==> src/tw_defs.svh <==
// Offsets, field positions, reset values and fixed counts of the 16-bit timer
`ifndef TW_DEFS_SVH
`define TW_DEFS_SVH

// Register offsets on the 6-bit I/O address bus
`define TW_OFS_FORCE      6'h22
`define TW_OFS_CAP_CLK    6'h2E
`define TW_OFS_ACT_MODE   6'h2F
`define TW_OFS_CNT_L      6'h2C
`define TW_OFS_CNT_H      6'h2D
`define TW_OFS_CMPA_L     6'h2A
`define TW_OFS_CMPA_H     6'h2B
`define TW_OFS_CMPB_L     6'h28
`define TW_OFS_CMPB_H     6'h29
`define TW_OFS_CAPV_L     6'h24
`define TW_OFS_CAPV_H     6'h25
`define TW_OFS_FLAGS      6'h0B

// Field positions
`define TW_ACT_A_HI       7
`define TW_ACT_A_LO       6
`define TW_ACT_B_HI       5
`define TW_ACT_B_LO       4
`define TW_WGM_LO_HI      1
`define TW_WGM_LO_LO      0
`define TW_FILT_EN_BIT    7
`define TW_EDGE_SEL_BIT   6
`define TW_RSVD_B_BIT     5
`define TW_WGM_HI_HI      4
`define TW_WGM_HI_LO      3
`define TW_CS_HI          2
`define TW_CS_LO          0
`define TW_FORCE_A_BIT    7
`define TW_FORCE_B_BIT    6
`define TW_FLG_CAP_BIT    5
`define TW_FLG_CMPB_BIT   2
`define TW_FLG_CMPA_BIT   1
`define TW_FLG_OVF_BIT    0

// Reset values and writable masks
`define TW_RST_ACT_MODE   8'h00
`define TW_RST_CAP_CLK    8'h00
`define TW_CAP_CLK_MASK   8'hDF
`define TW_RST_WORD       16'h0000

// Fixed TOP values
`define TW_TOP_MAX        16'hFFFF
`define TW_TOP_8BIT       16'h00FF
`define TW_TOP_9BIT       16'h01FF
`define TW_TOP_10BIT      16'h03FF

// Prescaler terminal counts for divide by 8, 64, 256 and 1024
`define TW_DIV8_END       10'h007
`define TW_DIV64_END      10'h03F
`define TW_DIV256_END     10'h0FF
`define TW_DIV1024_END    10'h3FF

// Equal samples needed by the capture filter
`define TW_FILT_SAMPLES   4

`endif

==> src/tw_pkg.sv <==
// Types shared by the 16-bit timer control logic
package tw_pkg;

	typedef enum logic [2:0] {
		TW_K_NORMAL = 3'b000,
		TW_K_CTC    = 3'b001,
		TW_K_FAST   = 3'b010,
		TW_K_PHASE  = 3'b011,
		TW_K_PFC    = 3'b100,
		TW_K_RSVD   = 3'b101
	} tw_kind_t;

	typedef enum logic [2:0] {
		TW_T_MAX   = 3'b000,
		TW_T_8BIT  = 3'b001,
		TW_T_9BIT  = 3'b010,
		TW_T_10BIT = 3'b011,
		TW_T_CMPA  = 3'b100,
		TW_T_CAPV  = 3'b101
	} tw_top_t;

	typedef enum logic [1:0] {
		TW_U_IMM    = 2'b00,
		TW_U_TOP    = 2'b01,
		TW_U_BOTTOM = 2'b10
	} tw_upd_t;

	typedef struct packed {
		tw_kind_t kind;
		tw_top_t  top_src;
		tw_upd_t  upd_at;
	} tw_mode_t;

	typedef struct packed {
		logic level;
		logic drive_en;
		logic override;
	} tw_pin_t;

endpackage

==> src/tw_timer16.sv <==
// 16-bit timer/counter: waveform modes, compare outputs, capture, clock select
`timescale 1ns/1ps
`include "tw_defs.svh"

// Overview of operation
// - Action fields at 7:6 and 5:4; nonzero takes pin, drives only if direction set.
// - Non-PWM: 00 off, 01 toggle, 10 clear, 11 set on match.
// - Fast PWM: 10 clears on match, sets at BOTTOM; 11 the inverse.
// - PWM value 01: off unless top mode bit set; then A toggles, B reserved.
// - Dual slope: 10 clears on up match, sets on down match; 11 reverse.
// - Fast PWM with compare equal TOP and high action bit: only BOTTOM action.
// - Mode is control A bits 1:0 plus control B bits 4:3.
// - Modes 0, 4, 12: TOP max, compare A, capture; immediate update; overflow at MAX.
// - Phase modes 1-3 fixed TOP, 10-11 register TOP; update TOP, overflow BOTTOM.
// - Modes 8 and 9 register TOP; update and overflow at BOTTOM.
// - Filter bit makes capture need four equal samples, delaying it five cycles.
// - Edge bit: zero captures falling edge, one captures rising edge.
// - Selected edge copies counter to capture register and sets capture flag.
// - Capture register as TOP disconnects capture input entirely.
// - Clock select: stop, divide 1/8/64/256/1024, external falling or rising.
// - External pin edges count even when the pin is an output.
// - Control B bit 5 reads zero, writes ignored.
// - Low byte write loads temporary high byte and low byte together.
// - Force bit applies channel action as a match, only in non-PWM modes.
// - Force raises no flag, never clears counter, reads back zero.
module tw_timer16 #(
	parameter int CNT_W    = 16,
	parameter int PRESC_W  = 10
) (
	// Clock and reset
	input  wire logic         clock,
	input  wire logic         sys_rst,
	// CPU I/O register port
	input  wire logic [5:0]   io_addr,
	input  wire logic         io_wr,
	input  wire logic         io_rd,
	input  wire logic [7:0]   io_wdata,
	output logic      [7:0]   io_rdata,
	// Port direction bits of the two wave pins
	input  wire logic         dir_out_a,
	input  wire logic         dir_out_b,
	// Pins
	input  wire logic         capture_input_pin,
	input  wire logic         external_count_pin,
	output tw_pkg::tw_pin_t   wave_out_a,
	output tw_pkg::tw_pin_t   wave_out_b,
	// Event flags towards the interrupt unit
	output logic      [7:0]   event_flags
);

	// Elaboration-time refusal of widths the decode cannot serve
	if (CNT_W != 16 || PRESC_W != 10) begin : g_bad_width
		$error("tw_timer16: only a 16-bit counter with a 10-bit prescaler is supported");
	end

	// Registers
	logic [7:0]        output_action_mode_control;
	logic [7:0]        capture_mode_clock_control;
	logic [7:0]        flags;
	logic [7:0]        temp_high;
	logic [15:0]       counter_value;
	logic              count_up;
	logic [15:0]       compare_value_a;
	logic [15:0]       compare_value_b;
	logic [15:0]       cmp_buf_a;
	logic [15:0]       cmp_buf_b;
	logic [15:0]       capture_value_reg;
	logic              match_blocked;
	logic [PRESC_W-1:0] presc;
	logic [1:0]        ext_sync;
	logic              ext_prev;
	logic [1:0]        cap_sync;
	logic [3:0]        cap_hist;
	logic              cap_filt;
	logic              cap_prev;
	logic              level_a;
	logic              level_b;
	logic [7:0]        rdata;

	// Field decode
	wire [1:0] chan_a_output_action = output_action_mode_control[`TW_ACT_A_HI:`TW_ACT_A_LO];
	wire [1:0] chan_b_output_action = output_action_mode_control[`TW_ACT_B_HI:`TW_ACT_B_LO];
	wire [3:0] waveform_mode = {capture_mode_clock_control[`TW_WGM_HI_HI:`TW_WGM_HI_LO],
		output_action_mode_control[`TW_WGM_LO_HI:`TW_WGM_LO_LO]};
	wire       waveform_mode_top_bit  = waveform_mode[3];
	wire [2:0] count_clock_select     = capture_mode_clock_control[`TW_CS_HI:`TW_CS_LO];
	wire       capture_filter_enable  = capture_mode_clock_control[`TW_FILT_EN_BIT];
	wire       capture_edge_select    = capture_mode_clock_control[`TW_EDGE_SEL_BIT];

	tw_pkg::tw_mode_t mode;

	always_comb begin
		mode = '{tw_pkg::TW_K_NORMAL, tw_pkg::TW_T_MAX, tw_pkg::TW_U_IMM};
		case (waveform_mode)
			4'h0: mode = '{tw_pkg::TW_K_NORMAL, tw_pkg::TW_T_MAX,   tw_pkg::TW_U_IMM};
			4'h1: mode = '{tw_pkg::TW_K_PHASE,  tw_pkg::TW_T_8BIT,  tw_pkg::TW_U_TOP};
			4'h2: mode = '{tw_pkg::TW_K_PHASE,  tw_pkg::TW_T_9BIT,  tw_pkg::TW_U_TOP};
			4'h3: mode = '{tw_pkg::TW_K_PHASE,  tw_pkg::TW_T_10BIT, tw_pkg::TW_U_TOP};
			4'h4: mode = '{tw_pkg::TW_K_CTC,    tw_pkg::TW_T_CMPA,  tw_pkg::TW_U_IMM};
			4'h5: mode = '{tw_pkg::TW_K_FAST,   tw_pkg::TW_T_8BIT,  tw_pkg::TW_U_TOP};
			4'h6: mode = '{tw_pkg::TW_K_FAST,   tw_pkg::TW_T_9BIT,  tw_pkg::TW_U_TOP};
			4'h7: mode = '{tw_pkg::TW_K_FAST,   tw_pkg::TW_T_10BIT, tw_pkg::TW_U_TOP};
			4'h8: mode = '{tw_pkg::TW_K_PFC,    tw_pkg::TW_T_CAPV,  tw_pkg::TW_U_BOTTOM};
			4'h9: mode = '{tw_pkg::TW_K_PFC,    tw_pkg::TW_T_CMPA,  tw_pkg::TW_U_BOTTOM};
			4'hA: mode = '{tw_pkg::TW_K_PHASE,  tw_pkg::TW_T_CAPV,  tw_pkg::TW_U_TOP};
			4'hB: mode = '{tw_pkg::TW_K_PHASE,  tw_pkg::TW_T_CMPA,  tw_pkg::TW_U_TOP};
			4'hC: mode = '{tw_pkg::TW_K_CTC,    tw_pkg::TW_T_CAPV,  tw_pkg::TW_U_IMM};
			4'hD: mode = '{tw_pkg::TW_K_RSVD,   tw_pkg::TW_T_MAX,   tw_pkg::TW_U_IMM};
			4'hE: mode = '{tw_pkg::TW_K_FAST,   tw_pkg::TW_T_CAPV,  tw_pkg::TW_U_TOP};
			4'hF: mode = '{tw_pkg::TW_K_FAST,   tw_pkg::TW_T_CMPA,  tw_pkg::TW_U_TOP};
			default: mode = '{tw_pkg::TW_K_RSVD, tw_pkg::TW_T_MAX,  tw_pkg::TW_U_IMM};
		endcase
	end

	logic [15:0] top_val;

	always_comb begin
		case (mode.top_src)
			tw_pkg::TW_T_8BIT:  top_val = `TW_TOP_8BIT;
			tw_pkg::TW_T_9BIT:  top_val = `TW_TOP_9BIT;
			tw_pkg::TW_T_10BIT: top_val = `TW_TOP_10BIT;
			tw_pkg::TW_T_CMPA:  top_val = compare_value_a;
			tw_pkg::TW_T_CAPV:  top_val = capture_value_reg;
			default:            top_val = `TW_TOP_MAX;
		endcase
	end

	wire is_non_pwm = (mode.kind == tw_pkg::TW_K_NORMAL) || (mode.kind == tw_pkg::TW_K_CTC);
	wire is_dual    = (mode.kind == tw_pkg::TW_K_PHASE) || (mode.kind == tw_pkg::TW_K_PFC);
	wire is_fast    = (mode.kind == tw_pkg::TW_K_FAST);
	wire running    = (mode.kind != tw_pkg::TW_K_RSVD);

	// Bus strobes
	wire wr_force  = io_wr && (io_addr == `TW_OFS_FORCE);
	wire wr_capclk = io_wr && (io_addr == `TW_OFS_CAP_CLK);
	wire wr_act    = io_wr && (io_addr == `TW_OFS_ACT_MODE);
	wire wr_flags  = io_wr && (io_addr == `TW_OFS_FLAGS);
	wire wr_high   = io_wr && ((io_addr == `TW_OFS_CNT_H) || (io_addr == `TW_OFS_CMPA_H)
		|| (io_addr == `TW_OFS_CMPB_H) || (io_addr == `TW_OFS_CAPV_H));
	wire wr_cnt    = io_wr && (io_addr == `TW_OFS_CNT_L);
	wire wr_cmpa   = io_wr && (io_addr == `TW_OFS_CMPA_L);
	wire wr_cmpb   = io_wr && (io_addr == `TW_OFS_CMPB_L);
	wire wr_capv   = io_wr && (io_addr == `TW_OFS_CAPV_L);
	wire rd_cnt_l  = io_rd && (io_addr == `TW_OFS_CNT_L);
	wire rd_capv_l = io_rd && (io_addr == `TW_OFS_CAPV_L);
	wire [15:0] wr_word = {temp_high, io_wdata};

	// Count enable: prescaler taps or synchronised external edges
	wire ext_rise = ext_sync[1] && !ext_prev;
	wire ext_fall = !ext_sync[1] && ext_prev;
	logic tick;

	always_comb begin
		case (count_clock_select)
			3'b001:  tick = 1'b1;
			3'b010:  tick = (presc[2:0] == 3'(`TW_DIV8_END));
			3'b011:  tick = (presc[5:0] == 6'(`TW_DIV64_END));
			3'b100:  tick = (presc[7:0] == 8'(`TW_DIV256_END));
			3'b101:  tick = (presc == PRESC_W'(`TW_DIV1024_END));
			3'b110:  tick = ext_fall;
			3'b111:  tick = ext_rise;
			default: tick = 1'b0;
		endcase
	end

	wire step    = tick && running && !wr_cnt;
	wire at_top  = (counter_value == top_val);
	wire at_bot  = (counter_value == 16'h0000);
	wire at_max  = (counter_value == `TW_TOP_MAX);
	wire wrap    = step && at_top && (is_fast || mode.kind == tw_pkg::TW_K_CTC);
	wire bottom_turn = step && at_bot && !count_up && is_dual;
	wire top_turn    = step && at_top && count_up && is_dual;

	// Overflow point per mode
	logic ovf_evt;

	always_comb begin
		case (mode.kind)
			tw_pkg::TW_K_NORMAL: ovf_evt = step && at_max;
			tw_pkg::TW_K_CTC:    ovf_evt = step && at_max;
			tw_pkg::TW_K_FAST:   ovf_evt = step && at_top;
			tw_pkg::TW_K_PHASE:  ovf_evt = bottom_turn;
			tw_pkg::TW_K_PFC:    ovf_evt = bottom_turn;
			default:             ovf_evt = 1'b0;
		endcase
	end

	// Compare buffer load point
	wire load_cmp = (mode.upd_at == tw_pkg::TW_U_IMM)
		|| ((mode.upd_at == tw_pkg::TW_U_TOP) && step && at_top)
		|| ((mode.upd_at == tw_pkg::TW_U_BOTTOM) && step && at_bot);

	// Next counter value and direction
	logic [15:0] next_counter;
	logic        next_up;

	always_comb begin
		next_counter = counter_value;
		next_up      = count_up;
		if (wr_cnt) begin
			next_counter = wr_word;
		end else if (step) begin
			if (is_dual) begin
				if (count_up && at_top) begin
					next_up      = 1'b0;
					next_counter = counter_value - 16'h0001;
				end else if (!count_up && at_bot) begin
					next_up      = 1'b1;
					next_counter = counter_value + 16'h0001;
				end else if (count_up) begin
					next_counter = counter_value + 16'h0001;
				end else begin
					next_counter = counter_value - 16'h0001;
				end
			end else if (wrap) begin
				next_counter = 16'h0000;
			end else begin
				next_counter = counter_value + 16'h0001;
			end
		end
	end

	// Compare matches; a counter write masks the next timer clock
	wire match_a = step && !match_blocked && (counter_value == compare_value_a);
	wire match_b = step && !match_blocked && (counter_value == compare_value_b);
	wire force_a = wr_force && io_wdata[`TW_FORCE_A_BIT] && is_non_pwm;
	wire force_b = wr_force && io_wdata[`TW_FORCE_B_BIT] && is_non_pwm;

	// Next level of one wave output; all mode state comes in as arguments so the
	// continuous assignments below re-evaluate on every change of it
	function automatic logic wave_next(input logic cur, input logic [1:0] act,
		input logic hit, input logic frc, input logic cmp_is_top, input logic is_a,
		input logic non_pwm, input logic fast, input logic dual, input logic top_bit,
		input logic wrap_now, input logic up);
		logic nxt;
		nxt = cur;
		if (non_pwm) begin
			if (hit || frc) begin
				case (act)
					2'b01:   nxt = !cur;
					2'b10:   nxt = 1'b0;
					2'b11:   nxt = 1'b1;
					default: nxt = cur;
				endcase
			end
		end else if (act == 2'b01) begin
			if (top_bit && is_a && hit)
				nxt = !cur;
		end else if (act[1] && fast) begin
			if (hit && !cmp_is_top)
				nxt = act[0];
			else if (wrap_now)
				nxt = !act[0];
		end else if (act[1] && dual && hit) begin
			nxt = up ? act[0] : !act[0];
		end
		return nxt;
	endfunction

	wire next_level_a = wave_next(level_a, chan_a_output_action, match_a, force_a,
		compare_value_a == top_val, 1'b1, is_non_pwm, is_fast, is_dual,
		waveform_mode_top_bit, wrap, count_up);
	wire next_level_b = wave_next(level_b, chan_b_output_action, match_b, force_b,
		compare_value_b == top_val, 1'b0, is_non_pwm, is_fast, is_dual,
		waveform_mode_top_bit, wrap, count_up);

	// Capture path: two-stage sync, optional filter, edge select
	wire cap_disabled = (mode.top_src == tw_pkg::TW_T_CAPV);
	wire cap_all_eq   = (cap_hist == 4'hF) || (cap_hist == 4'h0);
	wire cap_level    = capture_filter_enable ? cap_filt : cap_sync[1];
	wire cap_edge     = capture_edge_select ? (cap_level && !cap_prev)
		: (!cap_level && cap_prev);
	wire capture_evt  = cap_edge && !cap_disabled;
	wire cap_flag_set = capture_evt || (cap_disabled && step && at_top);

	// Flags: hardware set wins over a write-one clear; forces never set them
	wire [7:0] flag_set = {2'b00, cap_flag_set, 2'b00, match_b, match_a, ovf_evt};
	wire [7:0] flag_clr = wr_flags ? io_wdata : 8'h00;
	wire [7:0] next_flags = ((flags & ~flag_clr) | flag_set) & 8'h27;

	// Read mux
	always_comb begin
		case (io_addr)
			`TW_OFS_ACT_MODE: rdata = output_action_mode_control;
			`TW_OFS_CAP_CLK:  rdata = capture_mode_clock_control;
			`TW_OFS_FORCE:    rdata = 8'h00;
			`TW_OFS_FLAGS:    rdata = flags;
			`TW_OFS_CNT_L:    rdata = counter_value[7:0];
			`TW_OFS_CNT_H:    rdata = temp_high;
			`TW_OFS_CAPV_L:   rdata = capture_value_reg[7:0];
			`TW_OFS_CAPV_H:   rdata = temp_high;
			`TW_OFS_CMPA_L:   rdata = cmp_buf_a[7:0];
			`TW_OFS_CMPA_H:   rdata = cmp_buf_a[15:8];
			`TW_OFS_CMPB_L:   rdata = cmp_buf_b[7:0];
			`TW_OFS_CMPB_H:   rdata = cmp_buf_b[15:8];
			default:          rdata = 8'h00;
		endcase
	end

	// Control and bus registers
	always_ff @(posedge clock) begin
		if (sys_rst) begin
			output_action_mode_control <= `TW_RST_ACT_MODE;
			capture_mode_clock_control <= `TW_RST_CAP_CLK;
			flags                      <= 8'h00;
			temp_high                  <= 8'h00;
			io_rdata                   <= 8'h00;
		end else begin
			if (wr_act)
				output_action_mode_control <= io_wdata;
			if (wr_capclk)
				capture_mode_clock_control <= io_wdata & `TW_CAP_CLK_MASK;
			flags <= next_flags;
			if (wr_high)
				temp_high <= io_wdata;
			else if (rd_cnt_l)
				temp_high <= counter_value[15:8];
			else if (rd_capv_l)
				temp_high <= capture_value_reg[15:8];
			if (io_rd)
				io_rdata <= rdata;
		end
	end

	// Counter, compare and capture registers
	always_ff @(posedge clock) begin
		if (sys_rst) begin
			counter_value     <= `TW_RST_WORD;
			count_up          <= 1'b1;
			match_blocked     <= 1'b0;
			cmp_buf_a         <= `TW_RST_WORD;
			cmp_buf_b         <= `TW_RST_WORD;
			compare_value_a   <= `TW_RST_WORD;
			compare_value_b   <= `TW_RST_WORD;
			capture_value_reg <= `TW_RST_WORD;
		end else begin
			counter_value <= next_counter;
			count_up      <= next_up;
			if (wr_cnt)
				match_blocked <= 1'b1;
			else if (tick)
				match_blocked <= 1'b0;
			if (wr_cmpa)
				cmp_buf_a <= wr_word;
			if (wr_cmpb)
				cmp_buf_b <= wr_word;
			if (load_cmp) begin
				compare_value_a <= cmp_buf_a;
				compare_value_b <= cmp_buf_b;
			end
			if (wr_capv)
				capture_value_reg <= wr_word;
			else if (capture_evt)
				capture_value_reg <= counter_value;
		end
	end

	// Pin sampling, prescaler and wave levels
	always_ff @(posedge clock) begin
		if (sys_rst) begin
			presc    <= '0;
			ext_sync <= 2'b00;
			ext_prev <= 1'b0;
			cap_sync <= 2'b00;
			cap_hist <= 4'h0;
			cap_filt <= 1'b0;
			cap_prev <= 1'b0;
			level_a  <= 1'b0;
			level_b  <= 1'b0;
		end else begin
			presc    <= presc + 1'b1;
			ext_sync <= {ext_sync[0], external_count_pin};
			ext_prev <= ext_sync[1];
			cap_sync <= {cap_sync[0], capture_input_pin};
			cap_hist <= {cap_hist[2:0], cap_sync[1]};
			if (cap_all_eq)
				cap_filt <= cap_hist[3];
			cap_prev <= cap_level;
			level_a  <= next_level_a;
			level_b  <= next_level_b;
		end
	end

	// Pin override and drive
	assign wave_out_a.level    = level_a;
	assign wave_out_a.override = (chan_a_output_action != 2'b00);
	assign wave_out_a.drive_en = wave_out_a.override && dir_out_a;
	assign wave_out_b.level    = level_b;
	assign wave_out_b.override = (chan_b_output_action != 2'b00);
	assign wave_out_b.drive_en = wave_out_b.override && dir_out_b;
	assign event_flags         = flags;

endmodule // tw_timer16

==> config.mk <==
export PLATFORM = sky130hd
export DESIGN_NAME = tw_timer16
export DESIGN_NICKNAME = d
export VERILOG_FILES = /design/src/tw_pkg.sv /design/src/tw_timer16.sv
export VERILOG_INCLUDE_DIRS = /design/src
export SDC_FILE = /design/constraint.sdc
export NUM_CORES = 1
export LEC_CHECK = 0
export BUFFER_PORTS_ARGS = -buffer_cell sky130_fd_sc_hd__buf_2
export CAP_MARGIN = 5
export CORE_ASPECT_RATIO = 1.25
export CORE_MARGIN = 1
export CORE_UTILIZATION = 39
export DETAILED_ROUTE_END_ITERATION = 7
export PLACE_DENSITY_LB_ADDON = 0.12
export SKIP_CTS_REPAIR_TIMING = 1
export SLEW_MARGIN = 20
export SYNTH_ARGS = -nofsm -noshare
export SYNTH_HDL_FRONTEND = slang
export SYNTH_SLANG_ARGS = --single-unit
==> constraint.sdc <==
create_clock -name clock -period 3.9 [get_ports clock]
set_input_delay 0.195 -clock clock [delete_from_list [all_inputs] [get_ports clock]]
set_output_delay 0.195 -clock clock [all_outputs]
set_load 0.01 [all_outputs]
==> results of run 1 <==
[routing by layer]
layer  wire length [µm]  part of all wire (%)  vias to the layer above  global-route usage (%)
li1                   -                     -                     4805                       -
met1              17400                    43                     5021                    38.9
met2              19400                    47                      398                    50.9
met3               2270                   5.6                       84                    4.70
met4               1770                   4.3                        0                    14.8
met5                  0                     0                        -                       0
[cells in the final DEF, fill, tap and decap left out, drive strengths merged, types with 18 or more instances in the layout]
| master | count |
|---|---|
| nor2 | 171 |
| dfxtp | 156 |
| nand2 | 134 |
| buf | 93 |
| a21oi | 91 |
| mux2i | 78 |
| nand3 | 47 |
| o21ai | 46 |
| nor2b | 44 |
| xor2 | 43 |
| inv | 41 |
| nor3 | 29 |
| nand4 | 24 |
| a211oi | 22 |
| nand2b | 21 |
| nor4 | 21 |
| a31oi | 20 |
| and3 | 18 |
[power by group through the flow]
stage | logic, mW | registers (mW) | clock network (mW)
after floorplan | 0.126 | 1.65 | 0
after global placement | 0.194 | 1.66 | 0
after detailed placement | 0.193 | 1.66 | 0
after CTS | 0.194 | 1.62 | 1.76
after global routing | 0.211 | 1.62 | 1.83
final | 0.197 | 1.62 | 1.74
[how the worst min path moves through the flow]
stage	from	depth (start not counted)	endpoint	slack [ns]
2_1_floorplan	io_wdata[5]	2	counter_value[5]$_SDFFE_PP0P_	0.32
3_3_place_gp	capture_input_pin	2	cap_sync[0]$_SDFF_PP0_	0.41
3_5_place_dp	external_count_pin	2	ext_sync[0]$_SDFF_PP0_	0.41
4_1_cts	external_count_pin	2	ext_sync[0]$_SDFF_PP0_	-0.05
5_1_grt	io_wdata[5]	3	cmp_buf_b[5]$_SDFFE_PP0P_	0.14
6_report	io_wdata[5]	3	cmp_buf_b[5]$_SDFFE_PP0P_	0.16
[worst max-delay path: stages, from the launching register on]
cell	delay [ns]
dfxtp_1	0.49
nor2b_1	0.40
mux2i_1	0.61
a41o_1	0.19
nand3_1	0.14
or4_4	0.59
nor3_4	0.35
o21ai_1	0.12
a31o_1	0.24
a221o_1	0.33
[stage by stage]
step           utilization (%)  power, mW  hold slack (ns)  setup WS (ns)
2_1_floorplan                -       1.77            0.321          0.809
3_3_place_gp              42.2       1.85            0.410          0.436
3_5_place_dp              42.2       1.85            0.414          0.411
4_1_cts                   44.6       3.58          -0.0543          0.387
5_1_grt                   44.6       3.66            0.144          0.140
6_report                  44.6       3.56            0.157          0.330
[final cells by class]
type	count	area (µm²)	area share, %
clock buffer	17	425	3.73
inverter	37	139	1.22
timing repair buffer	95	636	5.57
tap	335	419	3.68
multi-input combinational	1039	6470	56.8
clock inverter	15	184	1.61
sequential	156	3120	27.4
[logic make-up after synthesis]
group           Yosys count  synth area share (%)
flops                   156                  30.5
fa+ha+maj                 5                 0.612
mux                      91                  9.18
compound gates          315                  20.8
xor+xnor                 58                  4.97
simple gates            566                  27.4
buf+inv                 149                  6.40
other cells               1                0.0367
==> results.cfg, run 1 <==
[sta]
tightest_slew_ns = 1.06
finalClockSkew_ns = 0.00990
fmax_mhz = 280
min_period_ns = 3.57
setup_violations = 0
tns_ns = 0
max_slew_margin_pct = 29.6
hold_violations = 0
slew_viol_final = 0
fin_crit_sh_pct = 91.5
grt_setup_unrepaired = no

[synthesis]
synthCells = 1341
ys_seq_area_share_pct = 30.5
yosys.area.top_type_share_pct = 30.5
yosysWarnings = 0
synthArstFlopShare_pct = 0
synth-main-ff-cell = dfxtp_1
synthTopCellsByCount = 170 x nor2_1, 156 x dfxtp_1, 134 x nand2_1
synth_seq_cells = 156
syn_area_mm2 = 0.0102
yosysTopAreaCell = dfxtp_1
avgSynthCellArea_um2 = 7.62
yosysMostFrequentCell = nor2_1
synthTopCellsByArea = dfxtp_1 31%, mux2i_1 7.6%, nor2_1 6.2%
synth_cell_types = 92
synth-edff-count = 0

[worst_setup_path]
path_class = flop to flop
timing.critical_path.to = counter_value[11]$_SDFFE_PP0P_
crit_path_start_kind = flop
cp.required_ns = 4.24
worstPathMaxFanout = 18
critPathArrivalTime_ns = 3.91
r2r-end = counter_value[11]$_SDFFE_PP0P_
r2r_slack_ns = 0.33
r2r-start = output_action_mode_control[1]$_SDFFE_PP0P_
reg2regPathDepth = 9
critPathLaunch = output_action_mode_control[1]$_SDFFE_PP0P_
end_kind = flop

[cts]
cts-root-buf = clkbuf_16
htree_levels = 4
numClockSinks = 156
cts_buffers = 17
cts_tree = built
cts_buffer_depth = 2
clkLatencyLatePin_ns = 0.45
path_clk_slew_ns = 0.07

[power]
power.density_mw_per_mm2 = 312
comb_power_share_pct = 5.5
ir_drop_mv = 0.324
switchingPower_mw = 0.981
p_clk_share_pct = 48.9
seqPwrFrac_pct = 45.6
internal-power_mw = 2.58
leakage_nw = 4.61
switching_share_pct = 27.5

[status]
outcome = completed

[place]
hpwl_mm = 30.3
place_congestion = 0.974
dp.cells = 1660
port_buffers = 39
dpl_cell_area_mm2 = 0.0108

[global_route]
antenna_found_initial = 0
grt_max_degree = 97
grt.overflow.total = 0
grt_usage_pct = 30.7
grt_pass1_wl_mm = 61.6
grt_pass1_vias = 9808

[layout]
areaGrowthSynthToFinish_pct = 11.5
drive_above_1_share_pct = 12.5
diodes = 0
nets = 1373
fill_cells = 2653
final_area_mm2 = 0.0114
final_cells = 1694

[detailed_routing]
via_per_inst = 6.09
antenna_left = 0
route.vias.total = 10300
drt_iter0_markers = 897
dr.pass1.iters = 5
drcViolationCount = 0
drt_wl_total_mm = 40.8
detail_route.wl_per_cell_um = 24.1

[flow_run]
drv_cap = 0

[floorplan]
rows = 65
start_util_pct = 40.0
fp.dieH_um = 183
die_w_um = 147
pin_count = 44
coreArea_mm2 = 0.0255
die_area_mm2 = 0.0269

[hold_path]
hp-class = input port to flop
Power figures use the tool's default switching activity.
==> inputs of run 2 (changes only) <==
Settings changed: CORE_ASPECT_RATIO 1.25 to 1.1.
==> results.cfg, run 2 (synthesis gave the netlist of run 1 again) <==
[status]
outcome = completed

[layout]
final_cells = 1698
layout_commonest_cell = nor2_1
nets = 1366
drive_above_1_share_pct = 12.0
areaGrowthSynthToFinish_pct = 11.1
layout_common_cells = 169 x nor2_1, 155 x dfxtp_1, 134 x nand2_1
diodes = 0

[place]
place_congestion = 0.992
port_buffers = 39
dp.cells = 1664
hpwl_mm = 29.6

[sta]
grt_setup_unrepaired = no
setup_violations = 0
tightest_slew_ns = 0.896
slew_viol_final = 0
hold_violations = 0
max_slew_margin_pct = 40.1
fmax_mhz = 285
fin_crit_sh_pct = 89.8
min_period_ns = 3.50
finalClockSkew_ns = 0.0173
tns_ns = 0

[hold_path]
hp-class = input port to flop
hold_end = cmp_buf_a[3]$_SDFFE_PP0P_
min_from = io_wdata[3]
hold_path_depth = 3

[global_route]
grt_max_degree = 83
grt_usage_pct = 30.5
grt.overflow.total = 0
grt_pass1_vias = 9691
antenna_found_initial = 1
grt_pass1_wl_mm = 60.5

[power]
internal-power_mw = 2.58
seqPwrFrac_pct = 45.3
ir_drop_mv = 0.205
p_clk_share_pct = 49.3
leakage_nw = 4.57
switchingPower_mw = 1.00
power.density_mw_per_mm2 = 316
switching_share_pct = 27.9
comb_power_share_pct = 5.4

[worst_setup_path]
crit_path_start_kind = flop
cp_cell_sequence = inv_1 -> ha_1 -> nor3b_2 -> nand3_1 -> or4_4 -> nor2b_4 -> and2_4 -> or3_1 -> a31o_1 -> a221o_1
path_class = flop to flop
cp_top_family = simple AND/OR/NAND/NOR gates
critPathArrivalTime_ns = 3.82
crit_buf_inv = 1
r2r-start = counter_value[0]$_SDFFE_PP0P_
critPathMaxStageDelay_ns = 0.51
r2r_slack_ns = 0.40
reg2regPathDepth = 10
r2r-end = counter_value[11]$_SDFFE_PP0P_
end_kind = flop
slowest_stage = or4_4
worstPathMaxFanout = 11
cp.required_ns = 4.22

[detailed_routing]
via_per_inst = 6.03
dr.pass1.iters = 5
antenna_left = 0
drt_iter0_markers = 998
detail_route.wl_per_cell_um = 23.4
route.vias.total = 10200
drt_wl_total_mm = 39.8
drcViolationCount = 0

[cts]
cts-root-buf = clkbuf_16
clkLatencyLatePin_ns = 0.45
numClockSinks = 156
cts_buffers = 17
htree_levels = 4
cts_buffer_depth = 2
cts_tree = built
path_clk_slew_ns = 0.08

[floorplan]
start_util_pct = 40.1
fp.dieH_um = 172
die_area_mm2 = 0.0269
die_w_um = 156
pin_count = 44
coreArea_mm2 = 0.0255
rows = 61

[flow_run]
drv_cap = 0
-- run 2: cell types whose count changed in the layout (fill, tap and decap cells not counted) --
| cell | change |
|---|---|
| inv_8 | +1 |
| buf_4 | -7 |
| clkinv_8 | -1 |
| clkinv_2 | -1 |
| clkbuf_1 | +1 |
| clkinv_4 | -1 |
| inv_6 | +1 |
-- run 2: worst max-delay path by stage --
stage                                                 to                          start  cells after the start
after global routing      counter_value[11]$_SDFFE_PP0P_  counter_value[0]$_SDFFE_PP0P_                     10
final                     counter_value[11]$_SDFFE_PP0P_  counter_value[0]$_SDFFE_PP0P_                     10
after detailed placement  counter_value[11]$_SDFFE_PP0P_  counter_value[0]$_SDFFE_PP0P_                     10
after floorplan           counter_value[11]$_SDFFE_PP0P_  counter_value[0]$_SDFFE_PP0P_                     13
after global placement    counter_value[11]$_SDFFE_PP0P_  counter_value[0]$_SDFFE_PP0P_                     10
after CTS                 counter_value[11]$_SDFFE_PP0P_  counter_value[0]$_SDFFE_PP0P_                     10
-- run 2: per-layer routing --
layer  wire (µm)  global-route usage [%]  up-vias
met5          18                       0        -
met4        1560                    13.7        2
met3        2720                    4.81       93
met2       18300                    49.5      415
met1       17200                    39.7     4933
li1            -                       -     4795
-- run 2: final cells by class --
| class | count | area (µm²) |
|---|---|---|
| tap | 346 | 433 |
| sequential | 156 | 3120 |
| clock buffer | 18 | 429 |
| clock inverter | 14 | 174 |
| timing repair buffer | 88 | 583 |
| inverter | 37 | 139 |
| fill | 2631 | 14100 |
| multi-input combinational | 1039 | 6470 |
-- run 2: tightest hold or removal path: stages --
cell     delay (ns)
buf_2          0.21
nand2_1        0.09
a21oi_1        0.05
-- run 2: power groups by stage --
stage	clock [mW]	sequential, mW	combinational (mW)
after floorplan	0	1.65	0.126
after global placement	0	1.66	0.190
after detailed placement	0	1.66	0.190
after CTS	1.79	1.62	0.191
after global routing	1.86	1.62	0.207
final	1.77	1.62	0.194
-- run 2: metrics by stage --
| stage | cell area (µm²) | utilization (%) | hold WS, ns | power [mW] | worst slack (ns) |
|---|---|---|---|---|---|
| after CTS | 11300 | 44.5 | -0.0504 | 3.60 | 0.468 |
| after global routing | 11400 | 44.6 | 0.163 | 3.69 | 0.276 |
| after global placement | 10700 | 42.1 | 0.411 | 1.85 | 0.470 |
| final | 11400 | 44.6 | 0.155 | 3.58 | 0.396 |
| after floorplan | 10200 | - | 0.321 | 1.77 | 0.809 |
| after detailed placement | 10700 | 42.1 | 0.416 | 1.85 | 0.499 |
==> inputs of run 3 (changes only) <==
Settings changed: CELL_PAD_IN_SITES_DETAIL_PLACEMENT from default to 0, CELL_PAD_IN_SITES_GLOBAL_PLACEMENT from default to 1.
==> results.cfg, run 3 (synthesis gave the netlist of run 1 again) <==
[status]
outcome = completed

[global_route]
grt_pass1_vias = 9902
grt.overflow.total = 0
antenna_found_initial = 1
grt_max_degree = 77
grt_usage_pct = 31.5
grt_pass1_wl_mm = 62.4

[sta]
tns_ns = 0
finalClockSkew_ns = 0.0227
grt_setup_unrepaired = no
setup_violations = 0
fin_crit_sh_pct = 89.9
max_slew_margin_pct = 28.2
hold_violations = 0
slew_viol_final = 0
min_period_ns = 3.51
tightest_slew_ns = 1.07
fmax_mhz = 285

[worst_setup_path]
path_class = flop to flop
critPathArrivalTime_ns = 3.78
worstPathMaxFanout = 32
crit_path_start_kind = flop
r2r_slack_ns = 0.39
end_kind = flop
cp.required_ns = 4.18

[detailed_routing]
dr_wl_met3_mm = 3.02
wl_met1_mm = 17.7
drt_iter0_markers = 859
dr.pass1.iters = 5
via_per_inst = 6.03
drcViolationCount = 0
antenna_left = 0
wl_met2_mm = 18.6
top_layer = met4
drt_wl_total_mm = 41.0
detail_route.wl_per_cell_um = 24.1
route.vias.total = 10200

[floorplan]
coreArea_mm2 = 0.0255
pin_count = 44
rows = 61
die_area_mm2 = 0.0269
die_w_um = 156
fp.dieH_um = 172
start_util_pct = 40.1

[power]
power.density_mw_per_mm2 = 314
power.total_mw = 3.56
leakage_nw = 4.58
ir_drop_mv = 0.262

[place]
place_congestion = 0.944
hpwl_mm = 30.1
port_buffers = 39

[layout]
areaGrowthSynthToFinish_pct = 11.1
layout_commonest_cell = nor2_1
layout_common_cells = 169 x nor2_1, 155 x dfxtp_1, 134 x nand2_1
nets = 1366
diodes = 0
drive_above_1_share_pct = 12.1
fill_cells = 2700

[flow_run]
drv_cap = 0

[cts]
cts_buffer_depth = 2
clkLatencyLatePin_ns = 0.44
htree_levels = 4
cts_buffers = 17
numClockSinks = 156
path_clk_slew_ns = 0.08
cts-root-buf = clkbuf_16
cts_tree = built

[hold_path]
hp-class = input port to flop
[run 3: area by class of cell]
| cell class | instances | area (µm²) | share of cell area [%] |
|---|---|---|---|
| Clock buffer | 18 | 439 | 3.86 |
| Tap cell | 346 | 433 | 3.81 |
| Sequential cell | 156 | 3120 | 27.5 |
| Multi-Input combinational cell | 1039 | 6470 | 57.0 |
| Inverter | 37 | 139 | 1.22 |
| Clock inverter | 14 | 158 | 1.39 |
| Timing Repair Buffer | 88 | 596 | 5.24 |
[run 3: path summary, 6_finish.rpt]
| check | start | endpoint | depth (start not counted) |
|---|---|---|---|
| max reg2reg | output_action_mode_control[1]$_SDFFE_PP0P_ | compare_value_a[1]$_SDFFE_PP0P_ | 12 |
| max | output_action_mode_control[1]$_SDFFE_PP0P_ | compare_value_a[1]$_SDFFE_PP0P_ | 12 |
| min reg2reg | ext_sync[0]$_SDFF_PP0_ | ext_sync[1]$_SDFF_PP0_ | 1 |
| min | io_wdata[6] | cmp_buf_a[6]$_SDFFE_PP0P_ | 3 |
[run 3: layer usage]
layer | vias up | GRT usage [%]
met5 | - | 0
met4 | 0 | 15.0
met3 | 83 | 4.18
met2 | 428 | 50.3
met1 | 4928 | 42.0
li1 | 4793 | -
[run 3: worst max-delay path: stages, from the launching register on]
cell	delay [ns]
dfxtp_1	0.71
nor2b_1	0.19
mux2i_1	0.28
buf_4	0.24
o21ai_0	0.22
nand4_1	0.22
nor4_1	0.35
buf_4	0.20
nand3_1	0.13
a21oi_4	0.21
buf_12	0.25
mux2i_1	0.22
nor2_1	0.05
[run 3: through the flow]
step	hold WS, ns	instances	util, %	instance area [µm²]	worst slack (ns)
after floorplan	0.321	1344	-	10200	0.809
after global placement	0.412	1664	42.2	10700	0.395
after detailed placement	0.422	1664	42.2	10700	0.451
after CTS	-0.0347	1696	44.5	11300	0.446
after global routing	0.166	1698	44.6	11400	0.117
final	0.162	1698	44.6	11400	0.395
[run 3: power by group]
part,total (mW),internal (mW),switching (mW)
sequential,1.62,1.60,0.0192
clock,1.75,0.882,0.864
combinational,0.195,0.0577,0.138
